--- src/plf_pkg.sv ---
// plf_pkg: constants, types and tap decoding shared by the
// programmable length shift register generator and its feedback unit.
// assumes one 10 MHz clock and a 32-bit apb register window.
package plf_pkg;

  // ----------------------------------------------------------------
  // geometry and timing
  // ----------------------------------------------------------------
  localparam int unsigned STAGES      = 32;          // physical stages
  localparam int unsigned LEN_W       = 5;           // length input width
  localparam logic [4:0]  LEN_MIN     = 5'h01;       // shortest length code
  localparam logic [4:0]  LEN_MAX     = 5'h1f;       // longest length code
  localparam logic [4:0]  LEN_RST     = 5'h1f;       // length after reset
  localparam int unsigned SEED_CYCLES = 32;          // serial seed length
  localparam logic [31:0] SHREG_RST   = 32'h00000001; // never a lock state
  localparam int unsigned CLK_HZ      = 10000000;    // clock rate

  // ----------------------------------------------------------------
  // register map (byte addresses) and fields
  // ----------------------------------------------------------------
  localparam int unsigned ADDR_W      = 12;
  localparam logic [11:0] CTRL_ADDR   = 12'h000;     // control
  localparam logic [11:0] STATUS_ADDR = 12'h004;     // live status
  localparam logic [11:0] STATE_ADDR  = 12'h008;     // stage contents
  localparam int unsigned CTRL_OE_BIT = 0;           // output enable
  localparam logic        CTRL_OE_RST = 1'b1;        // enabled at reset
  localparam int unsigned ST_LEN_LSB  = 0;           // applied length
  localparam int unsigned ST_LOAD_BIT = 8;           // seeding in progress
  localparam int unsigned ST_OUT_BIT  = 9;           // last output bit

  // live status gathered for readback
  typedef struct packed {
    logic       out_bit;   // last sequence bit
    logic       loading;   // load seen at last edge
    logic [4:0] length;    // applied length code
  } plf_status_s;

  // ----------------------------------------------------------------
  // helpers
  // ----------------------------------------------------------------
  // length code 0 is outside the legal range: treat it as 1
  function automatic logic [4:0] plf_clamp_len(input logic [4:0] len);
    plf_clamp_len = (len < LEN_MIN) ? LEN_MIN : len;
  endfunction : plf_clamp_len

  // maximal length tap mask for size len+1; bit k is stage k
  function automatic logic [31:0] plf_tap_mask(input logic [4:0] len);
    case (plf_clamp_len(len))
      5'h01: plf_tap_mask = 32'h00000003;
      5'h02: plf_tap_mask = 32'h00000006;
      5'h03: plf_tap_mask = 32'h0000000c;
      5'h04: plf_tap_mask = 32'h00000014;
      5'h05: plf_tap_mask = 32'h00000030;
      5'h06: plf_tap_mask = 32'h00000060;
      5'h07: plf_tap_mask = 32'h000000b8;
      5'h08: plf_tap_mask = 32'h00000110;
      5'h09: plf_tap_mask = 32'h00000240;
      5'h0a: plf_tap_mask = 32'h00000500;
      5'h0b: plf_tap_mask = 32'h00000829;
      5'h0c: plf_tap_mask = 32'h0000100d;
      5'h0d: plf_tap_mask = 32'h00002015;
      5'h0e: plf_tap_mask = 32'h00006000;
      5'h0f: plf_tap_mask = 32'h0000d008;
      5'h10: plf_tap_mask = 32'h00012000;
      5'h11: plf_tap_mask = 32'h00020400;
      5'h12: plf_tap_mask = 32'h00040023;
      5'h13: plf_tap_mask = 32'h00090000;
      5'h14: plf_tap_mask = 32'h00140000;
      5'h15: plf_tap_mask = 32'h00300000;
      5'h16: plf_tap_mask = 32'h00420000;
      5'h17: plf_tap_mask = 32'h00e10000;
      5'h18: plf_tap_mask = 32'h01200000;
      5'h19: plf_tap_mask = 32'h02000023;
      5'h1a: plf_tap_mask = 32'h04000013;
      5'h1b: plf_tap_mask = 32'h09000000;
      5'h1c: plf_tap_mask = 32'h14000000;
      5'h1d: plf_tap_mask = 32'h20000029;
      5'h1e: plf_tap_mask = 32'h48000000;
      default: plf_tap_mask = 32'h80200003;
    endcase
  endfunction : plf_tap_mask

endpackage : plf_pkg

--- src/plf_feedback.sv ---
// plf_feedback: combinational feedback bit for the shift register.
// assumes the caller holds the stage contents in a register and
// presents the length code that applies at the coming edge.
module plf_feedback #(
  parameter bit XNOR_FB = 1'b0  // build-time feedback flavour
) (
  input  wire logic [31:0] stages,   // current stage contents
  input  wire logic [4:0]  length,   // length code for this edge
  output logic             fb_bit    // bit for stage 0
);

  // ----------------------------------------------------------------
  // tap selection
  // ----------------------------------------------------------------
  // maximal taps give the full period
  // taps follow the length code, so a new code retunes at once
  wire logic [31:0] tap_mask = plf_pkg::plf_tap_mask(length);
  // only the tapped stages take part
  wire logic [31:0] tapped   = stages & tap_mask;
  // parity of the tapped stages
  wire logic        parity   = ^tapped;

  // ----------------------------------------------------------------
  // feedback combine
  // ----------------------------------------------------------------
  // xor or xnor combine
  assign fb_bit = XNOR_FB ? ~parity : parity;

endmodule : plf_feedback

--- src/plf_lfsr.sv ---
// plf_lfsr: programmable length pseudorandom bit generator with a
// serial seed load and a small apb window for control and status.
// assumes length, load and initial_seed_value come from user logic
// on clk, and that an apb master on clk reaches the registers.
//
// The APB register port and the register addresses were chosen for this implementation.

// Functional notes
// - size is length code plus one
// - size m repeats every 2^m-1 bits
// - length sampled each edge, taps follow
// - load gives plain 32-stage shift
// - seed shifts in one bit per edge
// - length ignored while load is high
// - first edge after load starts sequence
// - tapped stages combined and fed back
// - xor default, xnor at build time
module plf_lfsr #(
  parameter bit XNOR_FB = 1'b0  // 0 xor feedback, 1 xnor feedback
) (
  input  wire logic        clk,                 // 10 MHz clock
  input  wire logic        rstn,                // async reset, low
  input  wire logic [4:0]  length,              // size minus one
  input  wire logic        load,                // seeding in progress
  input  wire logic        initial_seed_value,  // serial seed bit
  output logic             lfsr_out,            // sequence bit
  input  wire logic        psel,                // apb select
  input  wire logic        penable,             // apb access phase
  input  wire logic        pwrite,              // apb direction
  input  wire logic [11:0] paddr,               // apb byte address
  input  wire logic [31:0] pwdata,              // apb write data
  output logic [31:0]      prdata,              // apb read data
  output logic             pready,              // apb ready
  output logic             pslverr              // apb error
);

  // ----------------------------------------------------------------
  // reset release
  // ----------------------------------------------------------------
  logic rst_meta_reg;  // first release stage
  logic rst_n_reg;     // reset used by the rest of the design

  // the stages come up at a non-lock value, so the sequence
  // cannot stick after reset whatever the feedback flavour
  // assert at once, release after two clean edges
  always_ff @(posedge clk or negedge rstn) begin
    if (!rstn) begin
      rst_meta_reg <= 1'b0;
      rst_n_reg    <= 1'b0;
    end else begin
      rst_meta_reg <= 1'b1;
      rst_n_reg    <= rst_meta_reg;
    end
  end

  // ----------------------------------------------------------------
  // declarations
  // ----------------------------------------------------------------
  logic [31:0]         shreg_reg;    // stage contents
  logic [31:0]         shreg_next;   // stage contents after the edge
  logic [4:0]          len_reg;      // applied length code
  logic [4:0]          len_next;     // length code for this edge
  logic                out_reg;      // registered sequence bit
  logic                out_next;     // sequence bit after the edge
  logic                load_reg;     // load seen at last edge
  logic                oe_reg;       // software output enable
  logic [31:0]         prdata_reg;   // read data held for access
  logic                fb_bit;       // feedback from the tap unit
  plf_pkg::plf_status_s status;      // gathered live status

  // ----------------------------------------------------------------
  // length capture
  // ----------------------------------------------------------------
  // sample length when not loading
  assign len_next = load ? len_reg : plf_pkg::plf_clamp_len(length);

  // applied length register
  always_ff @(posedge clk or negedge rst_n_reg) begin
    if (!rst_n_reg) begin
      len_reg <= plf_pkg::LEN_RST;
    end else begin
      len_reg <= len_next;
    end
  end

  // ----------------------------------------------------------------
  // feedback
  // ----------------------------------------------------------------
  // taps follow the code sampled at this very edge, so the first
  // edge after load already runs at the new size
  plf_feedback #(
    .XNOR_FB (XNOR_FB)
  ) u_feedback (
    .stages (shreg_reg),
    .length (len_next),
    .fb_bit (fb_bit)
  );

  // ----------------------------------------------------------------
  // shift path
  // ----------------------------------------------------------------
  // load: plain 32-stage shift, no feedback
  // after load, feedback resumes from seed
  assign shreg_next = load ? {shreg_reg[30:0], initial_seed_value}
                           : {shreg_reg[30:0], fb_bit};

  // output stage is length code, size code plus one; stage 31 while loading
  assign out_next = load ? shreg_next[plf_pkg::STAGES - 1]
                         : shreg_next[len_next];

  // stage, output and load history registers
  always_ff @(posedge clk or negedge rst_n_reg) begin
    if (!rst_n_reg) begin
      shreg_reg <= plf_pkg::SHREG_RST;
      out_reg   <= 1'b0;
      load_reg  <= 1'b0;
    end else begin
      shreg_reg <= shreg_next;
      out_reg   <= out_next;
      load_reg  <= load;
    end
  end

  // software may silence the output without stopping the sequence
  assign lfsr_out = out_reg & oe_reg;

  // ----------------------------------------------------------------
  // apb slave
  // ----------------------------------------------------------------
  // decode of the three mapped words
  wire logic hit_ctrl   = (paddr == plf_pkg::CTRL_ADDR);
  wire logic hit_status = (paddr == plf_pkg::STATUS_ADDR);
  wire logic hit_state  = (paddr == plf_pkg::STATE_ADDR);
  wire logic hit_any    = hit_ctrl | hit_status | hit_state;
  // setup phase: read data is latched here
  wire logic setup_ph   = psel & ~penable;
  // access phase: every access completes in one cycle
  wire logic access_ph  = psel & penable;
  wire logic wr_ctrl    = access_ph & pwrite & hit_ctrl;

  // live status word
  assign status.out_bit = out_reg;
  assign status.loading = load_reg;
  assign status.length  = len_reg;

  // read selection, unmapped words read as zero
  wire logic [31:0] rd_ctrl   = {31'h00000000, oe_reg};
  wire logic [31:0] rd_status = {22'h000000, status.out_bit,
                                 status.loading, 3'h0, status.length};
  wire logic [31:0] rd_mux    = hit_ctrl   ? rd_ctrl   :
                                hit_status ? rd_status :
                                hit_state  ? shreg_reg : 32'h00000000;

  // control register and read data register
  always_ff @(posedge clk or negedge rst_n_reg) begin
    if (!rst_n_reg) begin
      oe_reg     <= plf_pkg::CTRL_OE_RST;
      prdata_reg <= 32'h00000000;
    end else begin
      if (wr_ctrl) begin
        oe_reg <= pwdata[plf_pkg::CTRL_OE_BIT];
      end
      if (setup_ph && !pwrite) begin
        prdata_reg <= rd_mux;
      end
    end
  end

  // writes to the status and stage words are dropped quietly;
  // only addresses outside the three words raise an error
  // no wait states; unmapped addresses answer with an error
  assign pready  = 1'b1;
  assign pslverr = access_ph & ~hit_any;
  assign prdata  = prdata_reg;

  // ----------------------------------------------------------------
  // assertion helpers
  // ----------------------------------------------------------------
  logic [5:0] load_cnt_reg;  // consecutive load edges, saturating

  // the counter saturates well above the seed length, so a long
  // load keeps the seed check armed
  // count unbroken load edges for the seed check
  always_ff @(posedge clk or negedge rst_n_reg) begin
    if (!rst_n_reg) begin
      load_cnt_reg <= 6'h00;
    end else if (!load) begin
      load_cnt_reg <= 6'h00;
    end else if (load_cnt_reg != 6'h3f) begin
      load_cnt_reg <= load_cnt_reg + 6'h01;
    end
  end

  // reference parity, worked out apart from the tap unit
  wire logic ref_fb = (^(shreg_reg & plf_pkg::plf_tap_mask(
                         plf_pkg::plf_clamp_len(length)))) ^ XNOR_FB;

  // ----------------------------------------------------------------
  // assertions
  // ----------------------------------------------------------------
  // every check is off while the internal reset is low, and checks
  // that look one edge ahead, except len_hold_a and release_run_a, also skip the edge that releases it
  // applied length stays legal
  len_legal_a: assert property (@(posedge clk) disable iff (!rst_n_reg)
    (len_reg >= plf_pkg::LEN_MIN))
    else $error("applied length code out of range");

  // size two repeats every three bits
  short_period_a: assert property (@(posedge clk) disable iff (!rst_n_reg)
    (!load && length == 5'h01)[*4] |-> shreg_reg[1:0] == $past(shreg_reg[1:0], 3))
    else $error("size two sequence does not repeat after three bits");

  len_capture_a: assert property (@(posedge clk) disable iff (!rst_n_reg)
    rst_n_reg && !load |=> len_reg == plf_pkg::plf_clamp_len($past(length)))
    else $error("length not captured at the edge");

  load_shift_a: assert property (@(posedge clk) disable iff (!rst_n_reg)
    rst_n_reg && load |=> shreg_reg == {$past(shreg_reg[30:0]), $past(initial_seed_value)})
    else $error("stages did not shift plainly during load");

  // 32 seed bits reach last stage
  seed_arrive_a: assert property (@(posedge clk) disable iff (!rst_n_reg)
    load_cnt_reg >= 6'(plf_pkg::SEED_CYCLES)
      |-> shreg_reg[31] == $past(initial_seed_value, plf_pkg::SEED_CYCLES))
    else $error("seed bit missing from last stage");

  len_hold_a: assert property (@(posedge clk) disable iff (!rst_n_reg)
    load |=> $stable(len_reg))
    else $error("length changed while load was high");

  fb_enter_a: assert property (@(posedge clk) disable iff (!rst_n_reg)
    rst_n_reg && !load |=> shreg_reg[0] == $past(ref_fb))
    else $error("stage 0 did not take the feedback bit");

  // first edge after load runs feedback
  release_run_a: assert property (@(posedge clk) disable iff (!rst_n_reg)
    $fell(load) |-> ##1 shreg_reg[0] == $past(ref_fb))
    else $error("first edge after load did not use feedback");

  out_stage_a: assert property (@(posedge clk) disable iff (!rst_n_reg)
    !load_reg |-> out_reg == shreg_reg[len_reg])
    else $error("output not taken from the last active stage");

  // output from stage 31 while loading
  out_load_a: assert property (@(posedge clk) disable iff (!rst_n_reg)
    load_reg |-> out_reg == shreg_reg[31])
    else $error("output not taken from stage 31 during load");

  // size three repeats every seven bits
  mid_period_a: assert property (@(posedge clk) disable iff (!rst_n_reg)
    (!load && length == 5'h02)[*8] |-> shreg_reg[2:0] == $past(shreg_reg[2:0], 7))
    else $error("size three sequence does not repeat after seven bits");

  // code zero runs as the shortest size
  zero_len_a: assert property (@(posedge clk) disable iff (!rst_n_reg)
    rst_n_reg && !load && length == 5'h00 |=> len_reg == plf_pkg::LEN_MIN)
    else $error("length code zero not applied as the shortest size");

  // each seed bit enters stage 0
  seed_enter_a: assert property (@(posedge clk) disable iff (!rst_n_reg)
    rst_n_reg && load |=> shreg_reg[0] == $past(initial_seed_value))
    else $error("seed bit did not enter stage 0");

  release_len_a: assert property (@(posedge clk) disable iff (!rst_n_reg)
    rst_n_reg && $fell(load) |=> len_reg == plf_pkg::plf_clamp_len($past(length)))
    else $error("first edge after load did not apply the length");

  // control write lands at the access edge
  ctrl_write_a: assert property (@(posedge clk) disable iff (!rst_n_reg)
    rst_n_reg && psel && penable && pwrite && paddr == plf_pkg::CTRL_ADDR
      |=> oe_reg == $past(pwdata[plf_pkg::CTRL_OE_BIT]))
    else $error("control write did not land");

  // error only shows in the access phase
  err_access_a: assert property (@(posedge clk) disable iff (!rst_n_reg)
    pslverr |-> psel && penable)
    else $error("bus error outside the access phase");

  // read data changes only after a read setup
  rdata_hold_a: assert property (@(posedge clk) disable iff (!rst_n_reg)
    rst_n_reg && !(psel && !penable && !pwrite) |=> $stable(prdata))
    else $error("read data changed without a read setup");

  // status read shows applied length and load history
  status_len_a: assert property (@(posedge clk) disable iff (!rst_n_reg)
    rst_n_reg && psel && !penable && !pwrite && paddr == plf_pkg::STATUS_ADDR
      |=> prdata[plf_pkg::ST_LEN_LSB +: 5] == $past(len_reg)
          && prdata[plf_pkg::ST_LOAD_BIT] == $past(load_reg))
    else $error("status read does not show the applied length");

endmodule : plf_lfsr

--- config.mk ---
export PLATFORM = sky130hd
export DESIGN_NAME = plf_lfsr
export DESIGN_NICKNAME = d
export VERILOG_FILES = /design/src/plf_pkg.sv /design/src/plf_feedback.sv /design/src/plf_lfsr.sv
export SDC_FILE = /design/constraint.sdc
export NUM_CORES = 1
export LEC_CHECK = 0
export BUFFER_PORTS_ARGS = -buffer_cell sky130_fd_sc_hd__buf_2
export CORE_ASPECT_RATIO = 0.9
export CORE_UTILIZATION = 30
export CTS_CLUSTER_SIZE = 8
export DETAILED_ROUTE_END_ITERATION = 6
export HOLD_SLACK_MARGIN = 0.06
export SYNTH_ARGS = -nofsm -noshare
export SYNTH_HDL_FRONTEND = slang
export SYNTH_HIERARCHICAL = 1
export SYNTH_SLANG_ARGS = --single-unit
export TNS_END_PERCENT = 30
--- constraint.sdc ---
create_clock -name clk -period 2.2 [get_ports clk]
set_input_delay 0.11 -clock clk [delete_from_list [all_inputs] [get_ports clk]]
set_output_delay 0.11 -clock clk [all_outputs]
set_load 0.01 [all_outputs]
After elaboration in Yosys (flattened, before gate mapping)
Memory sizes are Yosys's and may differ from the RTL's.
Cells that the tools add are included.
{ "totals": {"reg_bits": 74, "romBits": 1024, "inputBits": 56, "elab_cells": 39, "n_memories": 1, "out_inout_bits": 35} }
{ "classes": {"n_mux": 10, "reduce_logical": 4, "bitwise_logic": 11, "eq_ne": 2, "order_cmp": 3} }
{ "memory_table": {"columns": ["name", "words", "word_bits", "rd", "rd_clocked_by_memory_dff", "wr", "line_no", "text"], "rows": [
  ["(no name shown)", 32, 32, 1, 0, 0, "plf_pkg.sv:48", "case (plf_clamp_len(len))"]
]} }
{ "ops": {"columns": ["op", "n"], "rows": [
  ["$mux W32", 3],
  ["$and A32 B32 Y32", 1],
  ["$reduce_xor A32 Y1", 1],
  ["$mux W5", 3],
  ["$eq A12 B3 Y1 const B", 1],
  ["$eq A12 B4 Y1 const B", 1],
  ["$logic_not A12 Y1", 1],
  ["$lt A5 B1 Y1 const B", 2],
  ["$and A1 B1 Y1", 6],
  ["$lt A5 B6 Y1 const B", 1],
  ["$bmux W1 S5", 1],
  ["$mux W1", 3],
  ["$not A1 Y1", 2],
  ["$or A1 B1 Y1", 2],
  ["$logic_and A1 B1 Y1", 1],
  ["$logic_not A1 Y1", 1]
]} }

Logic depth before layout (Yosys ltp)
An unclocked memory read counts as a cell.
{ "depth": {"ltp_word": 12, "ltp_mapped": 22} }

By module
Netlist, hierarchy kept.
{ "modules_own_cells": {"columns": ["mod", "n_inst", "cells_each", "area_per_inst_um2", "seq_area_each_um2"], "rows": [
  ["plf_lfsr", 1, 271, 2899.0, 1860.5],
  ["plf_feedback", 1, 140, 914.6, 0.0]
]} }

Least setup slack after synthesis
Ideal clock, no wire load.
{ "synth_timing": {"path_type": "in2reg", "start": "in load", "end": "reg out_reg", "setup_ns": 0.128, "n_path_buf": 4, "slack_ns": -1.703, "arrival_ns": 3.775, "cell_stages": 22, "required_ns": 2.072, "cell_sequence": "buf_2 -> buf_2 -> mux2_2 -> buf_2 -> nor2_1 -> a21oi_1 -> inv_1 -> ha_1 -> buf_4 -> and2_1 -> a21oi_1 -> o22a_1 -> a21oi_1 -> a221oi_2 -> xnor2_1 -> o21ai_2 -> xnor2_1 -> mux2_2 -> mux2i_1 -> o221ai_1 -> nor4_1 -> o41ai_2"} }
{ "synth_between": {"elab_chain_cells": 10} }
{ "synth_lines": {"columns": ["element", "line_no", "text"], "rows": [
  ["start: declaration", "plf_lfsr.sv:24", "input wire logic load,"],
  ["$mux W5 *", "plf_lfsr.sv:75", "assign len_next = load ? len_reg : plf_pkg::plf_clamp_len(length);"],
  ["named net len_next[3]", "plf_lfsr.sv:62", "logic [4:0] len_next;"],
  ["$lt A5 B1 Y1", "plf_pkg.sv:43", "plf_clamp_len = (len < LEN_MIN) ? LEN_MIN : len;"],
  ["$mux W5 *", "plf_pkg.sv:43", null],
  ["$mem_v2 Z32 W32 *", null, null],
  ["$and A32 B32 Y32 *", "plf_feedback.sv:19", "wire logic [31:0] tapped = stages & tap_mask;"],
  ["$reduce_xor A32 Y1 *", "plf_feedback.sv:21", "wire logic parity = ^tapped;"],
  ["named net fb_bit", "plf_lfsr.sv:68", "logic fb_bit;"],
  ["$mux W1 *", "plf_lfsr.sv:104", "assign shreg_next = load ? {shreg_reg[30:0], initial_seed_value}"],
  ["named net shreg_next[0]", "plf_lfsr.sv:60", "logic [31:0] shreg_next;"],
  ["$bmux W1 S5 *", "plf_lfsr.sv:109", ": shreg_next[len_next];"],
  ["$mux W1 (implied by the code) *", "plf_lfsr.sv:109", null],
  ["$mux W1 *", "plf_lfsr.sv:108", "assign out_next = load ? shreg_next[plf_pkg::STAGES - 1]"],
  ["named net out_next", "plf_lfsr.sv:64", "logic out_next;"],
  ["end signal: assignment", "plf_lfsr.sv:119", "out_reg <= out_next;"],
  ["end: declaration", "plf_lfsr.sv:63", "logic out_reg;"]
]} }
The timed path passes the listed nets; every way through them passes the cells marked *. The select of a mux whose other input is x is not followed.
A chain may end at the register's enable or synchronous reset.

Worst setup path after layout
{ "layout_timing": {"start": "reg len_reg[1]", "end": "reg out_reg"} }
{ "layout_between": {"elab_chain_cells": 10} }
{ "layout_lines": {"columns": ["element", "line_no", "text"], "rows": [
  ["start: declaration", "plf_lfsr.sv:61", "logic [4:0] len_reg;"],
  ["start signal: assignment", "plf_lfsr.sv:80", "len_reg <= plf_pkg::LEN_RST;"],
  ["start signal: assignment", "plf_lfsr.sv:82", "len_reg <= len_next;"],
  ["$mux W5 *", "plf_lfsr.sv:75", null],
  ["named net len_next[1]", "plf_lfsr.sv:62", null],
  ["$lt A5 B1 Y1", "plf_pkg.sv:43", null],
  ["$mux W5 *", "plf_pkg.sv:43", null],
  ["$mem_v2 Z32 W32 *", null, null],
  ["$and A32 B32 Y32 *", "plf_feedback.sv:19", null],
  ["$reduce_xor A32 Y1 *", "plf_feedback.sv:21", null],
  ["named net fb_bit", "plf_lfsr.sv:68", null],
  ["$mux W1 *", "plf_lfsr.sv:104", null],
  ["named net shreg_next[0]", "plf_lfsr.sv:60", null],
  ["$bmux W1 S5 *", "plf_lfsr.sv:109", null],
  ["$mux W1 (implied by the code) *", "plf_lfsr.sv:109", null],
  ["$mux W1 *", "plf_lfsr.sv:108", null],
  ["named net out_next", "plf_lfsr.sv:64", null]
]} }
Marked as above.

==> results.rst <==
.. list-table::
   :header-rows: 1

   * - Metric
     - Value
   * - Signed area change from the synthesized netlist to the final layout
     - 38.5%
   * - Final RePlAce weighted congestion
     - 0.883
   * - Critical-path cell with the highest stage delay
     - sky130_fd_sc_hd__dfstp_2
   * - Number of endpoints failing setup at the final stage
     - 2
   * - Post-route clock period utilization
     - 162%
   * - Maximum fanout along the worst path
     - 9
   * - Crit path cell chain
     - mux2_4, nor2_4, a21oi_4, buf_12, ha_4, a31oi_1, a21oi_1, xnor2_1, xnor2_1, xnor2_1, o21ai_2, xnor2_1, mux2_4, mux2i_1, o221ai_1, nor4_2, o41ai_2
   * - Via count of the first global-routing pass
     - 3429
   * - Type of the worst setup path
     - register to register
   * - Synth warn
     - 6
   * - Min Tclk post-route
     - between 3 and 4 ns
   * - Metal3 WL
     - 518 um
   * - Drt wl/cell
     - 16.0 um
   * - Largest area contributor in the synthesized netlist
     - sky130_fd_sc_hd__dfrtp_1
   * - Share of final-layout standard cells stronger than drive strength 1
     - 35.9%
   * - CTS Root Buffer Type
     - sky130_fd_sc_hd__clkbuf_16
   * - Slew of the pin with the lowest slew margin
     - between 0.7 and 0.8 ns
   * - Sink count of the clock tree
     - 74
   * - Die Outline Area
     - about 13000 um^2
   * - Critical path required time
     - between 2 and 2.5 ns
   * - Capturing point of the worst reg2reg path
     - out_reg
   * - Initial antenna violation count
     - 0
   * - Register-to-Register Path Depth
     - 17
   * - Total number of placement rows
     - 38
   * - Crit. End Element
     - register
   * - Post-layout total power
     - 5360 uW
   * - Maximum count of clock buffers along a single path
     - 2
   * - Final count of pins violating max slew
     - 0
   * - Cell types with the largest area share after synthesis
     - sky130_fd_sc_hd__dfrtp_1 44%, sky130_fd_sc_hd__nand2_1 10%, sky130_fd_sc_hd__dfstp_2 4.8%, sky130_fd_sc_hd__nand3_1 4.7%, sky130_fd_sc_hd__xnor2_1 3.4%
   * - Failing checks
     - negative setup slack
   * - Prevailing post-synth register cell
     - sky130_fd_sc_hd__dfrtp_1
   * - Arrival time of data at the critical path endpoint
     - 3.76 ns
   * - Antenna Nets Post-Route
     - 0
   * - Final hold violation count
     - 0
   * - Post-synthesis instance area
     - roughly 3800 um^2
   * - EDFF count, synth
     - 0
   * - Via count of the routed design
     - 3533
   * - CP peak stage delay
     - between 0.3 and 0.4 ns
   * - Count of routing violations after the opening detailed-route iteration
     - 290
   * - Relative max-transition margin
     - between 40 and 50%
   * - Horizontal extent of the die
     - ~120 um
   * - RSZ-0062 raised after global routing
     - yes
   * - ANT cells
     - 0
   * - Slack of the critical path
     - -1.35 ns
   * - Filler cells
     - 1145
   * - Drt first pass iters
     - 5
   * - Final Skew
     - about 0.005 ns
   * - DR DRC count
     - 0
   * - Area of the core
     - 12200 um^2
   * - Fraction of post-synthesis cell area in the top cell type by area
     - 44.0%
   * - Die boundary height
     - ~110 um
   * - Area of combinational cells with multiple inputs
     - ~1900 um^2
   * - CTS H-tree depth
     - 3
   * - Fraction of synthesis flops using an asynchronous set or reset pin
     - 100%
   * - NumNets Final
     - 601
   * - Initial cell density of the core
     - 31.2%
   * - Outcome
     - complete, but fails checks
   * - Topmost layer with routed signal wires
     - met4
   * - Cell variety after synth
     - 56
   * - Number of register bits inferred by synthesis
     - between 70 and 80
   * - TritonCTS clock tree
     - built
   * - Max Fclk
     - around 280 MHz
   * - Global routing usage summed across all routing layers
     - 18.1%
   * - Met2 wirelength from detailed routing
     - 5020 um
   * - Post-synthesis cell count
     - 411
   * - Area occupied by registers
     - 1860 um^2
   * - Routed met1 length
     - 5410 um
   * - Clock transition time at the flip-flop clock pins of the worst setup and hold paths
     - around 0.06 ns
   * - Reg-to-reg setup timing slack
     - -1.35 ns
   * - Leakage power of the design
     - 0.00252 uW
   * - Global-route wire length before repair
     - 18100 um
   * - Kind of start point of the critical path
     - register
   * - Fin Hold WS
     - approximately 0.09 ns
   * - VDD IR-drop max
     - about 0.00042 V
   * - Largest net degree at the start of global routing
     - 73
   * - Power density relative to cell area
     - 1010 nW/um^2
   * - Mean instance size in the synthesized netlist
     - 9.28 um^2
   * - Routed via count divided by cell count
     - around 5
   * - Critical path buffers and inverters
     - 1
   * - Reg-to-reg critical path startpoint
     - len_reg[1]
   * - Routed wire length
     - 11200 um
   * - Fraction of the yosys area taken by sequential cells
     - approximately half
   * - Clk_lat worst skew
     - around 0.33 ns
   * - Cell seen most often among critical-path stages
     - sky130_fd_sc_hd__xnor2_1
   * - Max-Cap Viols
     - 0
   * - Top Ports
     - 91
   * - Remaining Overflow, GRT
     - 0
   * - Detail Placement HPWL
     - ~8000 um
   * - Port Buffer Count
     - 58
   * - Dominant delay contributor by cell family on the critical path
     - compound AO/OA/AOI/OAI gates
   * - Class of the worst hold path
     - primary input to async pin
   * - Number of clock buffers inserted by TritonCTS
     - 9
through the flow:
step	worst slack, ns	setup TNS, ns	util [%]	instance area [um^2]	cells
6_report	-1.35	-2.10	43.2	5280	703
5_1_grt	-1.59	-2.49	43.2	5280	703
4_1_cts	-1.30	-1.99	43.2	5280	703
3_5_place_dp	-1.51	-2.31	39.6	4840	679
3_3_place_gp	-1.41	-2.16	39.6	4840	679
2_1_floorplan	-1.35	-2.07	-	3940	412
worst max path at each step:
stage / start / to / slack, ns / cells past startpoint
6_report: len_reg[1] / out_reg / -1.35 / 17
5_1_grt: len_reg[4] / out_reg / -1.59 / 20
4_1_cts: len_reg[4] / out_reg / -1.30 / 19
3_5_place_dp: len_reg[4] / out_reg / -1.51 / 19
3_3_place_gp: load / out_reg / -1.41 / 17
2_1_floorplan: load / out_reg / -1.35 / 21
worst register-to-register path: cells and delay by family, from the launching register on:
family,cells,cell delay (ns)
AOI/OAI and AO/OA,6,0.92
xor gates and xnor gates,4,0.77
adders and majority gates,1,0.19
buffers and inverters,1,0.13
DFF,1,0.38
muxes,3,0.70
and+or+nand+nor,2,0.35
kinds of logic (layout without fill, tap and decap cells):
kind of cell	count (synthesis)	after routing	synth area share [%]
buffers and inverters	34	165	4.79
flip-flops	74	74	48.8
XOR/XNOR	19	19	4.36
other	1	2	0.0983
adder cells (fa/ha/maj)	6	6	1.97
AO/OA/AOI/OAI	74	74	14.4
multiplexers	12	12	3.35
AND/OR/NAND/NOR	191	191	22.2
layer usage:
metal  GRT usage [%]  vias to the layer above
met3            3.19                       20
li1                -                     1692
met4            8.02                        0
met5               0                        -
met2            27.6                      104
met1            25.2                     1717
Yosys cell counts, types with 2 or more instances:
cell,n
sky130_fd_sc_hd__nand2_1,102
sky130_fd_sc_hd__dfrtp_1,67
sky130_fd_sc_hd__nand3_1,36
sky130_fd_sc_hd__nor2_1,22
sky130_fd_sc_hd__a21oi_1,21
sky130_fd_sc_hd__xnor2_1,15
sky130_fd_sc_hd__clkbuf_1,10
sky130_fd_sc_hd__o21ai_0,8
sky130_fd_sc_hd__a221oi_1,7
sky130_fd_sc_hd__buf_2,7
sky130_fd_sc_hd__dfstp_2,7
sky130_fd_sc_hd__inv_1,7
sky130_fd_sc_hd__nor3_1,7
sky130_fd_sc_hd__a32oi_1,6
sky130_fd_sc_hd__ha_1,6
sky130_fd_sc_hd__mux2_2,6
sky130_fd_sc_hd__mux2i_1,6
sky130_fd_sc_hd__and2_1,4
sky130_fd_sc_hd__buf_4,4
sky130_fd_sc_hd__buf_6,4
sky130_fd_sc_hd__nor3b_1,4
sky130_fd_sc_hd__o22ai_1,4
sky130_fd_sc_hd__xor2_1,4
sky130_fd_sc_hd__nand2b_1,3
sky130_fd_sc_hd__nand3b_1,3
sky130_fd_sc_hd__nand4_1,3
sky130_fd_sc_hd__nor4_1,3
sky130_fd_sc_hd__a211oi_1,2
sky130_fd_sc_hd__a221oi_2,2
sky130_fd_sc_hd__a31o_1,2
sky130_fd_sc_hd__a31oi_1,2
sky130_fd_sc_hd__o211ai_1,2
sky130_fd_sc_hd__o221ai_1,2
report_power, final:
part           switching [uW]  leakage [uW]  internal [uW]
clock                     527      0.000142            899
sequential                273      0.000915           1720
combinational             965       0.00146            975
placed cells by master, fill, tap and decap left out, drive strengths merged, types with 6 or more instances in the layout:
cell    synthesis  routed
mux2            6       6
buf            15     137
a32oi           6       6
dfstp           7       7
clkbuf         10      12
nor2           22      22
o21ai          10      10
inv             8       7
xnor2          15      15
ha              6       6
nor3            7       7
dfrtp          67      67
nand3          36      36
nand2         102     102
a221oi          9       9
mux2i           6       6
a21oi          21      21
timing repair:
| action | in CTS | in global routing |
|---|---|---|
| endpoints found under the hold margin | 5 | 0 |
| gates resized for setup | 13 | 0 |
| pin swaps | 17 | 0 |
| endpoints found under the setup margin | 2 | 2 |
| gates cloned | 0 | 0 |
| setup buffers | 5 | 0 |
| hold buffers | 4 | 0 |
cell type report:
cell class | instances | area share (%)
multi-input combinational | 304 | 36.5
sequential | 74 | 35.3
timing repair buffer | 141 | 18.3
clock buffer | 12 | 4.67
tap | 160 | 3.79
clock inverter | 3 | 0.758
inverter | 9 | 0.735
No activity file was read; power rests on OpenSTA's default activity.
